File: config.mk
export PLATFORM = sky130hd
export DESIGN_NAME = ilg_glue
export DESIGN_NICKNAME = d
export VERILOG_FILES = /design/src/hdl/ilg_pkg.sv /design/src/hdl/ilg_oneshot.sv /design/src/hdl/ilg_status_shift.sv /design/src/hdl/ilg_glue.sv
export VERILOG_INCLUDE_DIRS = /design/src /design/src/hdl
export SDC_FILE = /design/constraint.sdc
export NUM_CORES = 1
export LEC_CHECK = 0
export BUFFER_PORTS_ARGS = -buffer_cell sky130_fd_sc_hd__buf_2
export CAP_MARGIN = 40
export CORE_MARGIN = 4
export CORE_UTILIZATION = 58
export CTS_CLUSTER_DIAMETER = 150
export DETAILED_ROUTE_END_ITERATION = 7
export PLACE_DENSITY = 0.85
export SKIP_CTS_REPAIR_TIMING = 1
export SLEW_MARGIN = 0
export SYNTH_ARGS = -nofsm -noshare
export SYNTH_HDL_FRONTEND = slang
export SYNTH_SLANG_ARGS = --single-unit
File: constraint.sdc
create_clock -name clk_sys -period 3.6 [get_ports clk_sys]
set_input_delay 0.18 -clock clk_sys [delete_from_list [all_inputs] [get_ports clk_sys]]
set_output_delay 0.18 -clock clk_sys [all_outputs]
set_load 0.01 [all_outputs]
File: src/hdl/ilg_defines.svh
`ifndef ILG_DEFINES_SVH
`define ILG_DEFINES_SVH
// Operation
// [RQ1] listener, acceptor, remote/local, clear; no talker
// [RQ2] processor handshake via ready and data-valid lines
// [RQ3] local-state line high local, low remote
// [RQ4] one-shot on local change to middle interrupt
// [RQ5] data-valid goes to highest interrupt input
// [RQ6] processor drives ready low when ready
// [RQ7] chip raises data-valid for a valid byte
// [RQ8] processor holds ready high while processing byte
// [RQ9] input buffer enabled only during byte read
// [RQ10] shift registers feed address, ton, lon, rsv, rtl
// [RQ11] load parallel while load-select high, else shift
// [RQ12] local key gives short return-to-local pulse
// [RQ13] overload trip raises request-service bit
// [RQ14] no serial or parallel poll support
// [RQ15] clear-active level to lowest interrupt input
// [RQ16] overload switch high, release delayed
// [RQ17] ready line reached through memory-mapped control
// [RQ18] ready low, valid high, read, ready high, valid low

// ----------------------------------------------------------------------
// clock and timing
// ----------------------------------------------------------------------
`define ILG_CLK_MHZ       250
`define ILG_ONESHOT_NS    1000
`define ILG_ONESHOT_CYC   ((`ILG_ONESHOT_NS * `ILG_CLK_MHZ + 999) / 1000)
`define ILG_RTL_NS        200
`define ILG_RTL_CYC       ((`ILG_RTL_NS * `ILG_CLK_MHZ + 999) / 1000)
`define ILG_OVL_HOLD_NS   10000
`define ILG_OVL_HOLD_CYC  ((`ILG_OVL_HOLD_NS * `ILG_CLK_MHZ + 999) / 1000)
`define ILG_BUF_SETTLE    3'h4

// ----------------------------------------------------------------------
// register map
// ----------------------------------------------------------------------
`define ILG_OFS_CTRL      8'h00
`define ILG_OFS_ADDR      8'h04
`define ILG_OFS_DATA      8'h08
`define ILG_OFS_STAT      8'h0C
`define ILG_OFS_ISTAT     8'h10
`define ILG_OFS_ICLR      8'h14
`define ILG_OFS_IEN       8'h18

// ----------------------------------------------------------------------
// fields and reset values
// ----------------------------------------------------------------------
`define ILG_CTRL_RDY      0
`define ILG_CTRL_LON      1
`define ILG_CTRL_RST      2'h1
`define ILG_ADDR_RST      5'h00
`define ILG_IEN_RST       4'h0
`define ILG_EVT_DVD       0
`define ILG_EVT_LOC       1
`define ILG_EVT_CLR       2
`define ILG_EVT_OVL       3
`define ILG_SR_W          8
`define ILG_RESP_OKAY     2'h0
`define ILG_RESP_SLVERR   2'h2

`endif

File: src/hdl/ilg_pkg.sv
package ilg_pkg;

    // listener chip and instrument pins, all asynchronous to clk_sys
    typedef struct packed {
        logic       loc;
        logic       dvd;
        logic       clr;
        logic       load_sel;
        logic       shift_clk;
        logic       overload;
        logic       local_key;
        logic [7:0] dio;
    } ilg_pins_s;

    // processor interrupt lines by priority
    typedef struct packed {
        logic high;
        logic mid;
        logic low;
    } ilg_irq_s;

    typedef logic [3:0] ilg_evt_t;

endpackage : ilg_pkg

File: src/hdl/ilg_oneshot.sv
`timescale 1ns/1ps

module ilg_oneshot #(
    parameter int unsigned LEN = 250,
    parameter int unsigned CW  = $clog2(LEN + 1)
) (
    // clock and reset
    input  wire logic clk_sys,
    input  wire logic rst,
    // trigger and pulse
    input  wire logic trig,
    output logic      pulse_r
);

    logic [CW-1:0] cnt_r;
    logic [CW-1:0] cnt_nxt;
    logic          pulse_nxt;

    // retrigger restarts the full width
    always_comb
    begin
        cnt_nxt = cnt_r;
        if (trig)
            cnt_nxt = CW'(LEN);
        else if (cnt_r != '0)
            cnt_nxt = cnt_r - 1'b1;
        pulse_nxt = (cnt_nxt != '0);
    end

    always_ff @(posedge clk_sys)
    begin
        if (rst)
        begin
            cnt_r   <= '0;
            pulse_r <= 1'b0;
        end
        else
        begin
            cnt_r   <= cnt_nxt;
            pulse_r <= pulse_nxt;
        end
    end

endmodule : ilg_oneshot

File: src/hdl/ilg_status_shift.sv
`timescale 1ns/1ps

module ilg_status_shift #(
    parameter int unsigned W = 8
) (
    // clock and reset
    input  wire logic         clk_sys,
    input  wire logic         rst,
    // control from the listener chip
    input  wire logic         load_sel,
    input  wire logic         shift_en,
    // data
    input  wire logic [W-1:0] par_in,
    input  wire logic         ser_in,
    output logic              ser_out
);

    logic [W-1:0] sh_r;
    logic [W-1:0] sh_nxt;

    always_comb
    begin
        sh_nxt = sh_r;
        if (load_sel)
            sh_nxt = par_in;                     // [RQ11]
        else if (shift_en)
            sh_nxt = {sh_r[W-2:0], ser_in};      // [RQ11]
    end

    always_ff @(posedge clk_sys)
    begin
        if (rst)
            sh_r <= '0;
        else
            sh_r <= sh_nxt;
    end

    // msb leaves first
    assign ser_out = sh_r[W-1];

endmodule : ilg_status_shift

File: src/hdl/ilg_glue.sv
// Design decisions made here: register access over AXI4-Lite and the register offsets.
`timescale 1ns/1ps
`include "ilg_defines.svh"

module ilg_glue #(
    parameter int unsigned ONESHOT_LEN = `ILG_ONESHOT_CYC,
    parameter int unsigned RTL_LEN     = `ILG_RTL_CYC,
    parameter int unsigned OVL_HOLD    = `ILG_OVL_HOLD_CYC
) (
    // clock and reset
    input  wire logic               clk_sys,
    input  wire logic               rst,
    // axi4-lite write channels
    input  wire logic [7:0]         s_axi_awaddr,
    input  wire logic               s_axi_awvalid,
    output logic                    s_axi_awready,
    input  wire logic [31:0]        s_axi_wdata,
    input  wire logic [3:0]         s_axi_wstrb,
    input  wire logic               s_axi_wvalid,
    output logic                    s_axi_wready,
    output logic [1:0]              s_axi_bresp,
    output logic                    s_axi_bvalid,
    input  wire logic               s_axi_bready,
    // axi4-lite read channels
    input  wire logic [7:0]         s_axi_araddr,
    input  wire logic               s_axi_arvalid,
    output logic                    s_axi_arready,
    output logic [31:0]             s_axi_rdata,
    output logic [1:0]              s_axi_rresp,
    output logic                    s_axi_rvalid,
    input  wire logic               s_axi_rready,
    // listener chip side
    input  wire ilg_pkg::ilg_pins_s chip_pins,
    output logic                    proc_ready_n,
    output logic                    serial_status_in,
    output logic                    bus_input_buffer_en,
    // processor interrupts and attenuator
    output ilg_pkg::ilg_irq_s       irq_cpu,
    output logic                    irq,
    output logic                    ovl_switch
);

    localparam int unsigned OCW = $clog2(OVL_HOLD + 1);

    // ------------------------------------------------------------------
    // pin synchronisers and edge detect
    // ------------------------------------------------------------------
    ilg_pkg::ilg_pins_s s1_r;
    ilg_pkg::ilg_pins_s s2_r;
    ilg_pkg::ilg_pins_s prev_r;

    always_ff @(posedge clk_sys)
    begin
        if (rst)
        begin
            s1_r   <= '0;
            s2_r   <= '0;
            prev_r <= '0;
        end
        else
        begin
            s1_r   <= chip_pins;
            s2_r   <= s1_r;
            prev_r <= s2_r;
        end
    end

    logic loc_chg;
    logic key_rise;
    logic shift_en;
    logic loc_pulse;
    logic rtl_pulse;

    assign loc_chg  = s2_r.loc ^ prev_r.loc;
    assign key_rise = s2_r.local_key & ~prev_r.local_key;
    assign shift_en = s2_r.shift_clk & ~prev_r.shift_clk;

    // local/remote change interrupt pulse
    ilg_oneshot #(.LEN(ONESHOT_LEN)) local_change_oneshot (
        .clk_sys (clk_sys),
        .rst     (rst),
        .trig    (loc_chg),                       // [RQ4]
        .pulse_r (loc_pulse)
    );

    // return-to-local pulse from the front-panel key
    ilg_oneshot #(.LEN(RTL_LEN)) rtl_oneshot (
        .clk_sys (clk_sys),
        .rst     (rst),
        .trig    (key_rise),                      // [RQ12]
        .pulse_r (rtl_pulse)
    );

    // ------------------------------------------------------------------
    // register write side
    // ------------------------------------------------------------------
    logic                aw_have_r, aw_have_nxt;
    logic                w_have_r, w_have_nxt;
    logic [7:0]          awaddr_r, awaddr_nxt;
    logic [31:0]         wdata_r, wdata_nxt;
    logic [3:0]          wstrb_r, wstrb_nxt;
    logic                awready_r, awready_nxt;
    logic                wready_r, wready_nxt;
    logic                bvalid_r, bvalid_nxt;
    logic [1:0]          bresp_r, bresp_nxt;
    logic [1:0]          ctrl_r, ctrl_nxt;
    logic [4:0]          addr_r, addr_nxt;
    ilg_pkg::ilg_evt_t   ien_r, ien_nxt;
    ilg_pkg::ilg_evt_t   iclr;

    always_comb
    begin
        aw_have_nxt = aw_have_r;
        w_have_nxt  = w_have_r;
        awaddr_nxt  = awaddr_r;
        wdata_nxt   = wdata_r;
        wstrb_nxt   = wstrb_r;
        bvalid_nxt  = bvalid_r;
        bresp_nxt   = bresp_r;
        ctrl_nxt    = ctrl_r;
        addr_nxt    = addr_r;
        ien_nxt     = ien_r;
        iclr        = '0;
        if (s_axi_awvalid && awready_r)
        begin
            aw_have_nxt = 1'b1;
            awaddr_nxt  = s_axi_awaddr;
        end
        if (s_axi_wvalid && wready_r)
        begin
            w_have_nxt = 1'b1;
            wdata_nxt  = s_axi_wdata;
            wstrb_nxt  = s_axi_wstrb;
        end
        if (bvalid_r && s_axi_bready)
            bvalid_nxt = 1'b0;
        if (aw_have_nxt && w_have_nxt && !bvalid_nxt)
        begin
            aw_have_nxt = 1'b0;
            w_have_nxt  = 1'b0;
            bvalid_nxt  = 1'b1;
            bresp_nxt   = `ILG_RESP_OKAY;
            case (awaddr_nxt)
                `ILG_OFS_CTRL:
                    if (wstrb_nxt[0])
                        ctrl_nxt = wdata_nxt[1:0];    // [RQ17]
                `ILG_OFS_ADDR:
                    if (wstrb_nxt[0])
                        addr_nxt = wdata_nxt[4:0];
                `ILG_OFS_ICLR:
                    if (wstrb_nxt[0])
                        iclr = wdata_nxt[3:0];
                `ILG_OFS_IEN:
                    if (wstrb_nxt[0])
                        ien_nxt = wdata_nxt[3:0];
                `ILG_OFS_DATA,
                `ILG_OFS_STAT,
                `ILG_OFS_ISTAT: ;
                default:
                    bresp_nxt = `ILG_RESP_SLVERR;
            endcase
        end
        awready_nxt = !aw_have_nxt && !bvalid_nxt;
        wready_nxt  = !w_have_nxt && !bvalid_nxt;
    end

    always_ff @(posedge clk_sys)
    begin
        if (rst)
        begin
            aw_have_r <= 1'b0;
            w_have_r  <= 1'b0;
            awaddr_r  <= 8'h00;
            wdata_r   <= 32'h00000000;
            wstrb_r   <= 4'h0;
            awready_r <= 1'b0;
            wready_r  <= 1'b0;
            bvalid_r  <= 1'b0;
            bresp_r   <= `ILG_RESP_OKAY;
            ctrl_r    <= `ILG_CTRL_RST;
            addr_r    <= `ILG_ADDR_RST;
            ien_r     <= `ILG_IEN_RST;
        end
        else
        begin
            aw_have_r <= aw_have_nxt;
            w_have_r  <= w_have_nxt;
            awaddr_r  <= awaddr_nxt;
            wdata_r   <= wdata_nxt;
            wstrb_r   <= wstrb_nxt;
            awready_r <= awready_nxt;
            wready_r  <= wready_nxt;
            bvalid_r  <= bvalid_nxt;
            bresp_r   <= bresp_nxt;
            ctrl_r    <= ctrl_nxt;
            addr_r    <= addr_nxt;
            ien_r     <= ien_nxt;
        end
    end

    // ------------------------------------------------------------------
    // events, interrupts and overload hold
    // ------------------------------------------------------------------
    ilg_pkg::ilg_evt_t istat_r, istat_nxt;
    ilg_pkg::ilg_evt_t evt;
    ilg_pkg::ilg_irq_s irq_cpu_r, irq_cpu_nxt;
    logic              irq_r, irq_nxt;
    logic [OCW-1:0]    ovl_cnt_r, ovl_cnt_nxt;
    logic              ovl_r, ovl_nxt;

    always_comb
    begin
        evt                = '0;
        evt[`ILG_EVT_DVD]  = s2_r.dvd & ~prev_r.dvd;             // [RQ7]
        evt[`ILG_EVT_LOC]  = loc_chg;
        evt[`ILG_EVT_CLR]  = s2_r.clr & ~prev_r.clr;
        evt[`ILG_EVT_OVL]  = s2_r.overload & ~prev_r.overload;
        // a new event wins over a clear in the same cycle
        istat_nxt          = (istat_r & ~iclr) | evt;
        irq_nxt            = |(istat_nxt & ien_nxt);
        irq_cpu_nxt.high   = s2_r.dvd;                           // [RQ5]
        irq_cpu_nxt.mid    = loc_pulse;                          // [RQ4]
        irq_cpu_nxt.low    = s2_r.clr;                           // [RQ15]
        ovl_cnt_nxt        = ovl_cnt_r;
        if (s2_r.overload)
            ovl_cnt_nxt = OCW'(OVL_HOLD);                        // [RQ16]
        else if (ovl_cnt_r != '0)
            ovl_cnt_nxt = ovl_cnt_r - 1'b1;
        ovl_nxt            = s2_r.overload || (ovl_cnt_r != '0); // [RQ16]
    end

    always_ff @(posedge clk_sys)
    begin
        if (rst)
        begin
            istat_r   <= '0;
            irq_r     <= 1'b0;
            irq_cpu_r <= '0;
            ovl_cnt_r <= '0;
            ovl_r     <= 1'b0;
        end
        else
        begin
            istat_r   <= istat_nxt;
            irq_r     <= irq_nxt;
            irq_cpu_r <= irq_cpu_nxt;
            ovl_cnt_r <= ovl_cnt_nxt;
            ovl_r     <= ovl_nxt;
        end
    end

    // ------------------------------------------------------------------
    // serial status feed into the listener chip
    // ------------------------------------------------------------------
    logic                   chain;
    logic [`ILG_SR_W-1:0]   par_a;
    logic [`ILG_SR_W-1:0]   par_b;

    // talker-on is tied low: listen-only, no poll response
    assign par_a = {addr_r, 1'b0, ctrl_r[`ILG_CTRL_LON], ovl_r}; // [RQ10] [RQ1] [RQ13] [RQ14]
    assign par_b = {rtl_pulse, 7'h00};                            // [RQ10]

    ilg_status_shift #(.W(`ILG_SR_W)) status_shift_reg_b (
        .clk_sys  (clk_sys),
        .rst      (rst),
        .load_sel (s2_r.load_sel),
        .shift_en (shift_en),
        .par_in   (par_b),
        .ser_in   (1'b0),
        .ser_out  (chain)
    );

    ilg_status_shift #(.W(`ILG_SR_W)) status_shift_reg_a (
        .clk_sys  (clk_sys),
        .rst      (rst),
        .load_sel (s2_r.load_sel),                                // [RQ11]
        .shift_en (shift_en),
        .par_in   (par_a),
        .ser_in   (chain),
        .ser_out  (serial_status_in)
    );

    // ------------------------------------------------------------------
    // register read side
    // ------------------------------------------------------------------
    logic        arready_r, arready_nxt;
    logic        rvalid_r, rvalid_nxt;
    logic [31:0] rdata_r, rdata_nxt;
    logic [1:0]  rresp_r, rresp_nxt;
    logic [2:0]  rd_cnt_r, rd_cnt_nxt;
    logic        buf_en_r, buf_en_nxt;

    always_comb
    begin
        rvalid_nxt = rvalid_r;
        rdata_nxt  = rdata_r;
        rresp_nxt  = rresp_r;
        rd_cnt_nxt = rd_cnt_r;
        buf_en_nxt = buf_en_r;
        if (rvalid_r && s_axi_rready)
            rvalid_nxt = 1'b0;
        if (rd_cnt_r != 3'h0)
        begin
            rd_cnt_nxt = rd_cnt_r - 3'h1;
            if (rd_cnt_r == 3'h1)
            begin
                // byte taken only while the bus buffer is on
                rdata_nxt  = {24'h000000, s2_r.dio};              // [RQ9] [RQ18]
                rvalid_nxt = 1'b1;
                buf_en_nxt = 1'b0;
            end
        end
        else if (s_axi_arvalid && arready_r)
        begin
            rresp_nxt = `ILG_RESP_OKAY;
            rdata_nxt = 32'h00000000;
            rvalid_nxt = 1'b1;
            case (s_axi_araddr)
                `ILG_OFS_CTRL:  rdata_nxt[1:0] = ctrl_r;
                `ILG_OFS_ADDR:  rdata_nxt[4:0] = addr_r;
                `ILG_OFS_STAT:  rdata_nxt[4:0] = {ovl_r, s2_r.clr,
                                    s2_r.loc, s2_r.dvd, ctrl_r[0]}; // [RQ3]
                `ILG_OFS_ISTAT: rdata_nxt[3:0] = istat_r;
                `ILG_OFS_IEN:   rdata_nxt[3:0] = ien_r;
                `ILG_OFS_ICLR:  ;
                `ILG_OFS_DATA:
                begin
                    rvalid_nxt = 1'b0;
                    buf_en_nxt = 1'b1;                            // [RQ9]
                    rd_cnt_nxt = `ILG_BUF_SETTLE;
                end
                default:        rresp_nxt = `ILG_RESP_SLVERR;
            endcase
        end
        arready_nxt = !rvalid_nxt && (rd_cnt_nxt == 3'h0);
    end

    always_ff @(posedge clk_sys)
    begin
        if (rst)
        begin
            arready_r <= 1'b0;
            rvalid_r  <= 1'b0;
            rdata_r   <= 32'h00000000;
            rresp_r   <= `ILG_RESP_OKAY;
            rd_cnt_r  <= 3'h0;
            buf_en_r  <= 1'b0;
        end
        else
        begin
            arready_r <= arready_nxt;
            rvalid_r  <= rvalid_nxt;
            rdata_r   <= rdata_nxt;
            rresp_r   <= rresp_nxt;
            rd_cnt_r  <= rd_cnt_nxt;
            buf_en_r  <= buf_en_nxt;
        end
    end

    // ------------------------------------------------------------------
    // outputs
    // ------------------------------------------------------------------
    assign s_axi_awready       = awready_r;
    assign s_axi_wready        = wready_r;
    assign s_axi_bvalid        = bvalid_r;
    assign s_axi_bresp         = bresp_r;
    assign s_axi_arready       = arready_r;
    assign s_axi_rvalid        = rvalid_r;
    assign s_axi_rdata         = rdata_r;
    assign s_axi_rresp         = rresp_r;
    assign proc_ready_n        = ctrl_r[`ILG_CTRL_RDY];  // [RQ2] [RQ6] [RQ8]
    assign bus_input_buffer_en = buf_en_r;
    assign irq_cpu             = irq_cpu_r;
    assign irq                 = irq_r;
    assign ovl_switch          = ovl_r;
endmodule : ilg_glue

=== Word level (Yosys, flattened, before mapping) ===
Cells that the tools add are included.

* Add/sub/neg operators: 4
* Equality and inequality tests: 14
* Muxes and demuxes: 45
* Bitwise gates (word level): 16
* Reductions and logical operators: 39

{| class="wikitable"
|+ Operator list
! kind !! count
|-
| $mux 32 || 3
|-
| $mux 8 || 7
|-
| $eq 8x5->1 const B || 6
|-
| $eq 8x4->1 const B || 4
|-
| $mux 12 || 2
|-
| $mux 4 || 6
|-
| $eq 8x3->1 const B || 2
|-
| $logic_not 8->1 || 2
|-
| $mux 1 || 16
|-
| $reduce_bool 8->1 || 2
|-
| $reduce_or 7->1 || 2
|-
| $mux 6 || 2
|-
| $reduce_bool 12->1 || 1
|-
| $reduce_bool 6->1 || 2
|-
| $sub 12x1->12 const B || 1
|-
| $logic_and 1x1->1 || 10
|-
| $pmux 2 s5 || 1
|-
| $mux 3 || 3
|-
| $reduce_and 3->1 || 3
|-
| $and 4x4->4 || 2
|-
| $pmux 2 s4 || 1
|-
| $reduce_bool 2->1 || 4
|-
| $sub 8x1->8 const B || 1
|-
| $not 1->1 || 6
|-
| 18 further kinds || 29
|}

* Register bits after elaboration: 152
* Input port bits: 74
* Output and inout bits: 49
* Word-level logic and storage cells: 171

=== Depth between registers and ports, before layout ===
Gate-level depths: netlist (run 1).

* Word-level depth: 10
* Mapped depth: 10
* Depth with buffers taken out: 8

=== Modules after synthesis ===
Synthesis (run 1) repeated with hierarchy kept, for this count alone.

* Cell total of the unflattened synthesis: 646
* Area, all modules: 5898.2 um^2

{| class="wikitable"
|+ Modules (own cells, without submodules)
! module !! times used !! cells each !! area an instance (um^2) !! seq. area each (um^2)
|-
| ilg_glue || 1 || 455 || 4199.0 || 2021.9
|-
| ilg_status_shift || 2 || 35 || 369.1 || 160.2
|-
| ilg_oneshot (local_change_oneshot) || 1 || 67 || 524.3 || 180.2
|-
| ilg_oneshot (rtl_oneshot) || 1 || 54 || 436.7 || 140.1
|}

=== Least setup slack after synthesis (run 1) ===
Ideal clock, no wire load.

* Path kind: reg-to-reg
* From: register awready_r (netlist: s_axi_awready)
* To: register irq_r (netlist: irq)
* Library setup time: 0.138 ns
* Arrival: 1.957 ns
* Data required time: 3.462 ns
* Path slack: 1.505 ns
* Cell stages (with the launch flop): 8
* Buffers on the path: 1
* Period minus slack after synthesis: 2.095 ns
* Cells stage by stage: dfxtp_1 -> and2_1 -> buf_2 -> mux2_4 -> a2111oi_0 -> a21boi_0 -> o221ai_1 -> a41oi_1

* Longest elaborated chain between the ends: 10
* Elaborated cells on any way between the ends: 16
* Those cells by class: eq/ne (2); mux (6); bitwise (4); reduce/logical (4)

{| class="wikitable"
|+ Ends and longest elaborated chain
! what !! line !! source
|-
| from (decl) || ilg_glue.sv:102 || <nowiki>logic awready_r, awready_nxt;</nowiki>
|-
| from (signal assigned) || ilg_glue.sv:191 || <nowiki>awready_r <= awready_nxt;</nowiki>
|-
| $logic_and 1x1->1 * || ilg_glue.sv:124 || <nowiki>if (s_axi_awvalid && awready_r)</nowiki>
|-
| $mux 8 or $mux 1 (tied branches) || ilg_glue.sv:124 ||
|-
| $eq 8x5->1 or $logic_and 1x1->1 (tied branches) || ilg_glue.sv:143, ilg_glue.sv:137 ||
|-
| $mux 4 or $logic_and 1x1->1 (tied branches) || ilg_glue.sv:143, ilg_glue.sv:137 ||
|-
| $mux 4 || ilg_glue.sv:137 || <nowiki>if (aw_have_nxt && w_have_nxt && !bvalid_nxt)</nowiki>
|-
| $not 4->4 || ilg_glue.sv:219 || <nowiki>istat_nxt = (istat_r & ~iclr) | evt;</nowiki>
|-
| $and 4x4->4 || ilg_glue.sv:219 ||
|-
| $or 4x4->4 || ilg_glue.sv:219 ||
|-
| $and 4x4->4 * || ilg_glue.sv:220 || <nowiki>irq_nxt = |(istat_nxt & ien_nxt);</nowiki>
|-
| $reduce_or 4->1 * || ilg_glue.sv:220 ||
|-
| to (signal assigned) || ilg_glue.sv:245 || <nowiki>irq_r <= irq_nxt;</nowiki>
|-
| to (decl) || ilg_glue.sv:207 || <nowiki>logic irq_r, irq_nxt;</nowiki>
|}

Every way passes the cells marked *; elsewhere a longest branch is shown, timed or not.
A chain may end at the register's enable or synchronous reset.

=== Final worst setup path (run 1) ===
Ends and elaborated chain as after synthesis.

==> results.sh, run 1 <==
export IMPL_outcome="finished, final reports clean"
export IMPL_final_fill_count=635
export IMPL_root_buffer="clkbuf_8"
export IMPL_synth_seq_cells=126
export IMPL_power_switching_share_pct=32.3
export IMPL_transition_at_the_pin_with_the_smallest_max_transition_slack_ns=0.815
export IMPL_drt_vias_per_instance=5.46
export IMPL_syn_cell_area_um2=5360
export IMPL_power_total_mw=4.62
export IMPL_areaGrowthSynthToFinish_pct=19.5
export IMPL_cts_htree_levels=4
export IMPL_clkSinkCount=126
export IMPL_crit_path_cell_trace="and2_1, mux2_4, a2111oi_0, a21boi_0, o221ai_1, a41oi_1"
export IMPL_grt_first_pass_wirelength_um=18900
export IMPL_dp_worst_setup_slack_ns=0.880
export IMPL_initial_antenna_violation_count=0
export IMPL_grt_pass1_vias=4147
export IMPL_rsz_0062_raised_after_global_routing="no"
export IMPL_final_number_of_setup_violating_endpoints=0
export IMPL_finalWorstSetupSlack_ns=0.812
export IMPL_clock_power_share_pct=33.8
export IMPL_leakage_nw=2.72
export IMPL_power_density_nw_per_um2=720
export IMPL_min_delay_start="s_axi_bready"
export IMPL_cell_internal_pwr_mw=3.13
export IMPL_crit_fanout=14
export IMPL_number_of_nets_still_failing_antenna_checks_after_routing=0
export IMPL_layout_worst_path_cycle_share_pct=77.4
export IMPL_max_clock_freq_mhz=359
export IMPL_crit_reg2reg_capture="irq$_SDFF_PP0_"
export IMPL_routedWlPerCell_um=14.5
export IMPL_placeableCoreArea_um2=8850
export IMPL_yosysWarningCount=0
export IMPL_global_route_usage_total_pct=21.1
export IMPL_synth_distinct_cells=54
export IMPL_die_h_um=104
export IMPL_worst_setup_path_start_kind="register"
export IMPL_cts_clk_slew_worst_paths_ns=0.06
export IMPL_synth_area_per_cell_um2=9.01
export IMPL_design_portCount=123
export IMPL_layout_cells_most_common="dfxtp_1"
export IMPL_place_area_um2=5630
export IMPL_finish_instance_area_um2=6410
export IMPL_cts_max_path_buffers=2
export IMPL_die_width_um=104
export IMPL_cts_buffers=17
export IMPL_worst_reg_to_reg_path_cell_count=6
export IMPL_initial_utilization_pct=60.6
export IMPL_first_iter_violations=264
export IMPL_buf_inv_on_cp=0
export IMPL_ff2ff_setup_slack_ns=0.81
export IMPL_max_ir_drop_vdd_mv=0.348
export IMPL_wl_um=11500
export IMPL_placementRows=34
export IMPL_cts_tree="done"
export IMPL_gr_total_overflow=0
export IMPL_diodes=0
export IMPL_share_of_cells_above_drive_strength_1_pct=16.8
export IMPL_finish_net_count=756
export IMPL_power_net_switching_mw=1.49
export IMPL_critical_path_arrival_ns=3.17
export IMPL_detailed_routing_iteration_count_for_the_pre_antenna_repair_pass=5
export IMPL_combPwrFrac_pct=27.4
export IMPL_pin_count_of_the_biggest_net_entering_global_routing=83
export IMPL_synth_edff_count=0
export IMPL_number_of_endpoints_with_negative_hold_slack_in_the_final_report=0
export IMPL_worstSkewPairLatency_ns=0.52
export IMPL_period_needed_ns=2.79
export IMPL_worst_setup_path_end_kind="register"
export IMPL_detailed_place_hpwl_um=7760
export IMPL_synth_seq_area_share_pct=47.0
export IMPL_setup_tns_final_ns=0
export IMPL_detail_route_drc_violations=0
export IMPL_seq_power_share_pct=38.8
export IMPL_utilization_pct=72.4
export IMPL_worst_path_largest_cell_delay_ns=0.74
export IMPL_r2r_start="s_axi_awready$_SDFF_PP0_"
export IMPL_dominantRegCellSynth="dfxtp_1"
export IMPL_worst_path_max_delay_cell="a2111oi_0"
export IMPL_groute_layer_met2_usage_pct=36.0
export IMPL_synth_async_reset_ratio_pct=0
export IMPL_postSynthCellCount=595
export IMPL_leading_cell_types_in_the_layout_fill_and_taps_excluded="126 x dfxtp_1, 77 x nor2_1, 65 x buf_2, 50 x nor2b_1, 42 x a21oi_1"
export IMPL_crit_type="reg -> reg"
export IMPL_worstHoldPathType="in -> reg"
export IMPL_fin_skew_ns=0.00827
export IMPL_worst_path_dominant_cell_family="compound AO/OA/AOI/OAI gates"
export IMPL_final_weighted_congestion_in_routability_driven_placement=0.888
export IMPL_count_of_cells_along_the_worst_hold_path=4
export IMPL_timing_max_transition_violations_final=0
export IMPL_required_ns=3.98
export IMPL_met1_usage_pct=25.3
export IMPL_maxCapViolations=0
export IMPL_slew_headroom_pct=44.2
export IMPL_capture_endpoint_of_the_worst_hold_path="s_axi_bvalid$_SDFF_PP0_"
export IMPL_io_buf_count=66
export IMPL_met3_usage_pct=5.09
export IMPL_route_vias_total=4337
export IMPL_gr_max_usage_layer="met2"
export IMPL_die_footprint_um2=10800
metrics by stage:
stage | hold slack, ns | cells
6_report | 0.00930 | 794
5_1_grt | 0.0302 | 794
4_1_cts | -0.144 | 771
3_5_place_dp | 0.392 | 740
3_3_place_gp | 0.386 | 739
2_1_floorplan | 0.308 | 620
per-layer routing:
layer  vias to the layer above  part of all wire [%]
li1                       2144                     -
met1                      2011                    41
met2                       153                    51
met3                        29                   5.6
met5                         -                     0
met4                         0                   2.1
worst min-delay path, stage by stage:
cell and delay, ns:
buf_2 0.07, nor2b_1 0.08, nor2_1 0.11, nor2_1 0.04
layout make-up:
type	instances	area [µm²]	area share [%]
sequential	126	2520	39.4
clock buffer	18	418	6.52
timing repair buffer	92	606	9.45
clock inverter	13	125	1.95
inverter	16	60.1	0.937
multi-input combinational	421	2540	39.7
tap	108	135	2.11
cell families after synthesis:
group	after synthesis	synth area share, %
and+or+nand+nor	239	22.8
DFF	126	47.0
AOI/OAI and AO/OA	99	11.8
buffers and inverters	73	7.30
muxes	33	6.44
xor gates and xnor gates	16	2.61
adders and majority gates	8	1.87
other	1	0.0699
registers in the layout, summed over array words and instances, names as in the netlist, 6 cells and up:
signal                      cells
rtl_oneshot.cnt_r               6
s1_r                           15
status_shift_reg_a.sh_r         8
local_change_oneshot.cnt_r      8
s2_r                           13
ovl_cnt_r                      12
awaddr_r                        8
s_axi_rdata                     8
power groups by stage:
stage | Combinational [mW] | Sequential (mW) | Clock [mW]
CTS | 1.24 | 1.79 | 1.58
detailed placement | 1.21 | 1.81 | 0
floorplan | 0.988 | 1.77 | 0
global route | 1.42 | 1.81 | 1.65
finish | 1.26 | 1.79 | 1.56
global placement | 1.12 | 1.79 | 0
cell usage after synthesis (3+ instances only):
library cell | number | share of area, %
clkbuf_1 | 23 | 1.6
inv_1 | 16 | 1.1
xnor2_1 | 12 | 2.0
xor2_1 | 4 | 0.65
a21boi_0 | 3 | 0.42
nor3b_1 | 3 | 0.42
o21ai_0 | 9 | 0.84
nand3b_1 | 3 | 0.42
nor2_1 | 77 | 5.4
o21ba_2 | 3 | 0.56
buf_4 | 28 | 3.9
mux2_2 | 4 | 0.84
a22oi_1 | 3 | 0.42
nor4_1 | 9 | 1.1
a211oi_1 | 14 | 2.0
nor2b_1 | 50 | 5.8
nor3_1 | 29 | 2.7
a31oi_1 | 5 | 0.58
buf_2 | 4 | 0.37
nand3_1 | 4 | 0.37
nand2_1 | 31 | 2.2
ha_1 | 8 | 1.9
o221ai_1 | 3 | 0.49
mux2i_1 | 27 | 5.0
dfxtp_1 | 126 | 47
a21oi_1 | 42 | 3.9
or3_1 | 8 | 0.93
nand2b_1 | 11 | 1.3
how the worst max path moves through the flow:
| stage | from | to | cells after the start |
|---|---|---|---|
| 3_5_place_dp | s_axi_awready$_SDFF_PP0_ | irq$_SDFF_PP0_ | 6 |
| 5_1_grt | s_axi_awready$_SDFF_PP0_ | irq$_SDFF_PP0_ | 6 |
| 4_1_cts | s_axi_awready$_SDFF_PP0_ | irq$_SDFF_PP0_ | 6 |
| 2_1_floorplan | s_axi_awready$_SDFF_PP0_ | irq$_SDFF_PP0_ | 7 |
| 3_3_place_gp | s_axi_awready$_SDFF_PP0_ | irq$_SDFF_PP0_ | 6 |
| 6_report | s_axi_awready$_SDFF_PP0_ | irq$_SDFF_PP0_ | 6 |
Power figures use the tool's default switching activity.
==> run 2: changes to the inputs <==
--- a/config.mk
+++ b/config.mk
@@ -9,10 +9,10 @@
 export BUFFER_PORTS_ARGS = -buffer_cell sky130_fd_sc_hd__buf_2
 export CAP_MARGIN = 40
 export CORE_MARGIN = 4
-export CORE_UTILIZATION = 58
+export CORE_UTILIZATION = 54
 export CTS_CLUSTER_DIAMETER = 150
 export DETAILED_ROUTE_END_ITERATION = 7
-export PLACE_DENSITY = 0.85
+export PLACE_DENSITY = 0.8
 export SKIP_CTS_REPAIR_TIMING = 1
 export SLEW_MARGIN = 0
 export SYNTH_ARGS = -nofsm -noshare
==> constraint.sdc (replaced) <==
create_clock -name clk_sys -period 2.6 [get_ports clk_sys]
set_input_delay 0.13 -clock clk_sys [delete_from_list [all_inputs] [get_ports clk_sys]]
set_output_delay 0.13 -clock clk_sys [all_outputs]
set_load 0.01 [all_outputs]
==> run 2 against run 1 <==
The flow now finishes with violations (negative hold slack). Power grew 38%. Utilization fell by 5.9 points. Clock-buffer cell count up 3. Sequential power rose by 38%. Cell count increased by 3.9%. Sequential cell count stayed put. Maximum frequency up 19%. Die area rose by 6.8%. Critical endpoint unchanged.
==> results.sh, run 2 (synthesis results as in run 1) <==
export IMPL_outcome="complete, but fails checks"
export IMPL_failed_checks="negative hold slack"
export IMPL_worstSkewPairLatency_ns=0.51
export IMPL_worstHoldPathType="in -> reg"
export IMPL_first_iter_violations=233
export IMPL_period_needed_ns=2.35
export IMPL_detailed_place_hpwl_um=7790
export IMPL_max_reg_flops=15
export IMPL_placementRows=36
export IMPL_cts_tree="done"
export IMPL_placeableCoreArea_um2=9730
export IMPL_worst_setup_path_end_kind="register"
export IMPL_number_of_nets_still_failing_antenna_checks_after_routing=0
export IMPL_number_of_endpoints_with_negative_hold_slack_in_the_final_report=5
export IMPL_global_route_usage_total_pct=20.2
export IMPL_die_h_um=108
export IMPL_max_clock_freq_mhz=426
export IMPL_rsz_0062_raised_after_global_routing="no"
export IMPL_grt_pass1_vias=4087
export IMPL_clkSinkCount=126
export IMPL_clock_power_share_pct=34.3
export IMPL_layout_worst_path_cycle_share_pct=90.3
export IMPL_drt_vias_per_instance=5.21
export IMPL_leading_cell_types_in_the_layout_fill_and_taps_excluded="126 x dfxtp_1, 77 x nor2_1, 65 x buf_2, 50 x nor2b_1, 42 x a21oi_1"
export IMPL_max_ir_drop_vdd_mv=0.609
export IMPL_wl_um=11500
export IMPL_cell_internal_pwr_mw=4.37
export IMPL_initial_antenna_violation_count=0
export IMPL_gr_total_overflow=0
export IMPL_dpl_cell_count=770
export IMPL_root_buffer="clkbuf_8"
export IMPL_share_of_cells_above_drive_strength_1_pct=17.2
export IMPL_cts_clk_slew_worst_paths_ns=0.06
export IMPL_largestRegisters="s1_r x15, s2_r x13, ovl_cnt_r x12"
export IMPL_leakage_nw=2.75
export IMPL_final_number_of_setup_violating_endpoints=0
export IMPL_critical_path_arrival_ns=2.69
export IMPL_power_switching_share_pct=31.5
export IMPL_final_weighted_congestion_in_routability_driven_placement=0.873
export IMPL_cts_buffers=17
export IMPL_slew_headroom_pct=45.8
export IMPL_worst_setup_path_start_kind="register"
export IMPL_fin_skew_ns=0.00601
export IMPL_die_width_um=108
export IMPL_diodes=0
export IMPL_transition_at_the_pin_with_the_smallest_max_transition_slack_ns=0.814
export IMPL_detail_route_drc_violations=0
export IMPL_setup_tns_final_ns=0
export IMPL_initial_utilization_pct=55.1
export IMPL_cts_max_path_buffers=2
export IMPL_crit_type="reg -> reg"
export IMPL_final_fill_count=737
export IMPL_required_ns=2.95
export IMPL_layout_cells_most_common="dfxtp_1"
export IMPL_grt_first_pass_wirelength_um=18700
export IMPL_areaGrowthSynthToFinish_pct=20.7
export IMPL_design_portCount=123
export IMPL_timing_max_transition_violations_final=0
export IMPL_finish_net_count=761
export IMPL_seq_power_share_pct=38.7
export IMPL_power_net_switching_mw=2.01
export IMPL_detailed_routing_iteration_count_for_the_pre_antenna_repair_pass=6
export IMPL_routedWlPerCell_um=13.9
export IMPL_io_buf_count=66
export IMPL_maxCapViolations=0
export IMPL_cts_htree_levels=4
export IMPL_power_density_nw_per_um2=986
export IMPL_pin_count_of_the_biggest_net_entering_global_routing=86
export IMPL_combPwrFrac_pct=27.0
export IMPL_route_vias_total=4302
export IMPL_die_footprint_um2=11600
export IMPL_regMostFlops="s1_r"
export IMPL_hold_slack_ns=-0.0210
export IMPL_crit_fanout=9
export IMPL_final_instance_count_excl_fill=825
[run 2: metrics by stage]
step | utilization, % | area, µm² | total power [mW] | hold WS [ns] | worst slack [ns]
2_1_floorplan | - | 5460 | 3.82 | 0.258 | 0.505
3_3_place_gp | 58.4 | 5680 | 4.06 | 0.343 | 0.371
3_5_place_dp | 58.4 | 5680 | 4.16 | 0.342 | 0.328
4_1_cts | 64.1 | 6240 | 6.38 | -0.194 | 0.285
5_1_grt | 66.5 | 6470 | 6.79 | 0.00927 | 0.0674
6_report | 66.5 | 6470 | 6.38 | -0.0210 | 0.252
[run 2: final timing paths]
check	from	endpoint	slack, ns	cells past startpoint
hold reg to reg	s1_r[2]$_SDFF_PP0_	s2_r[2]$_SDFF_PP0_	0.43	1
setup reg to reg	s_axi_awready$_SDFF_PP0_	irq$_SDFF_PP0_	0.25	7
hold / removal	s_axi_bready	s_axi_bvalid$_SDFF_PP0_	-0.02	4
setup / recovery	s_axi_awready$_SDFF_PP0_	irq$_SDFF_PP0_	0.25	7
[run 2: worst max-delay path, cell delays in order (launching register included)]
cell	delay, ns
dfxtp_1	0.39
and2_1	0.34
mux2_4	0.35
a2111oi_0	0.42
buf_4	0.20
a21boi_0	0.12
o221ai_1	0.20
a41oi_1	0.15
[run 2: area by class of cell]
class	count	area [µm²]	area share, %
clock buffers	21	439	6.79
repair buffers	97	623	9.63
flip-flops and latches	126	2520	39.0
well taps	133	166	2.57
inverters	16	60.1	0.928
clock inverters	11	118	1.82
multi-input cells	421	2540	39.3
[run 2: metal layers]
metal	track usage (%)	part of all wire, %
met4	8.48	1.8
met1	24.0	42
met2	34.8	51
met5	0	0
met3	4.80	4.9
[run 2: power groups by stage]
| stage | sequential [mW] | clock, mW | combinational (mW) |
|---|---|---|---|
| global placement | 2.48 | 0 | 1.58 |
| CTS | 2.46 | 2.22 | 1.70 |
| floorplan | 2.45 | 0 | 1.37 |
| detailed placement | 2.50 | 0 | 1.66 |
| finish | 2.47 | 2.19 | 1.72 |
| global route | 2.51 | 2.31 | 1.97 |
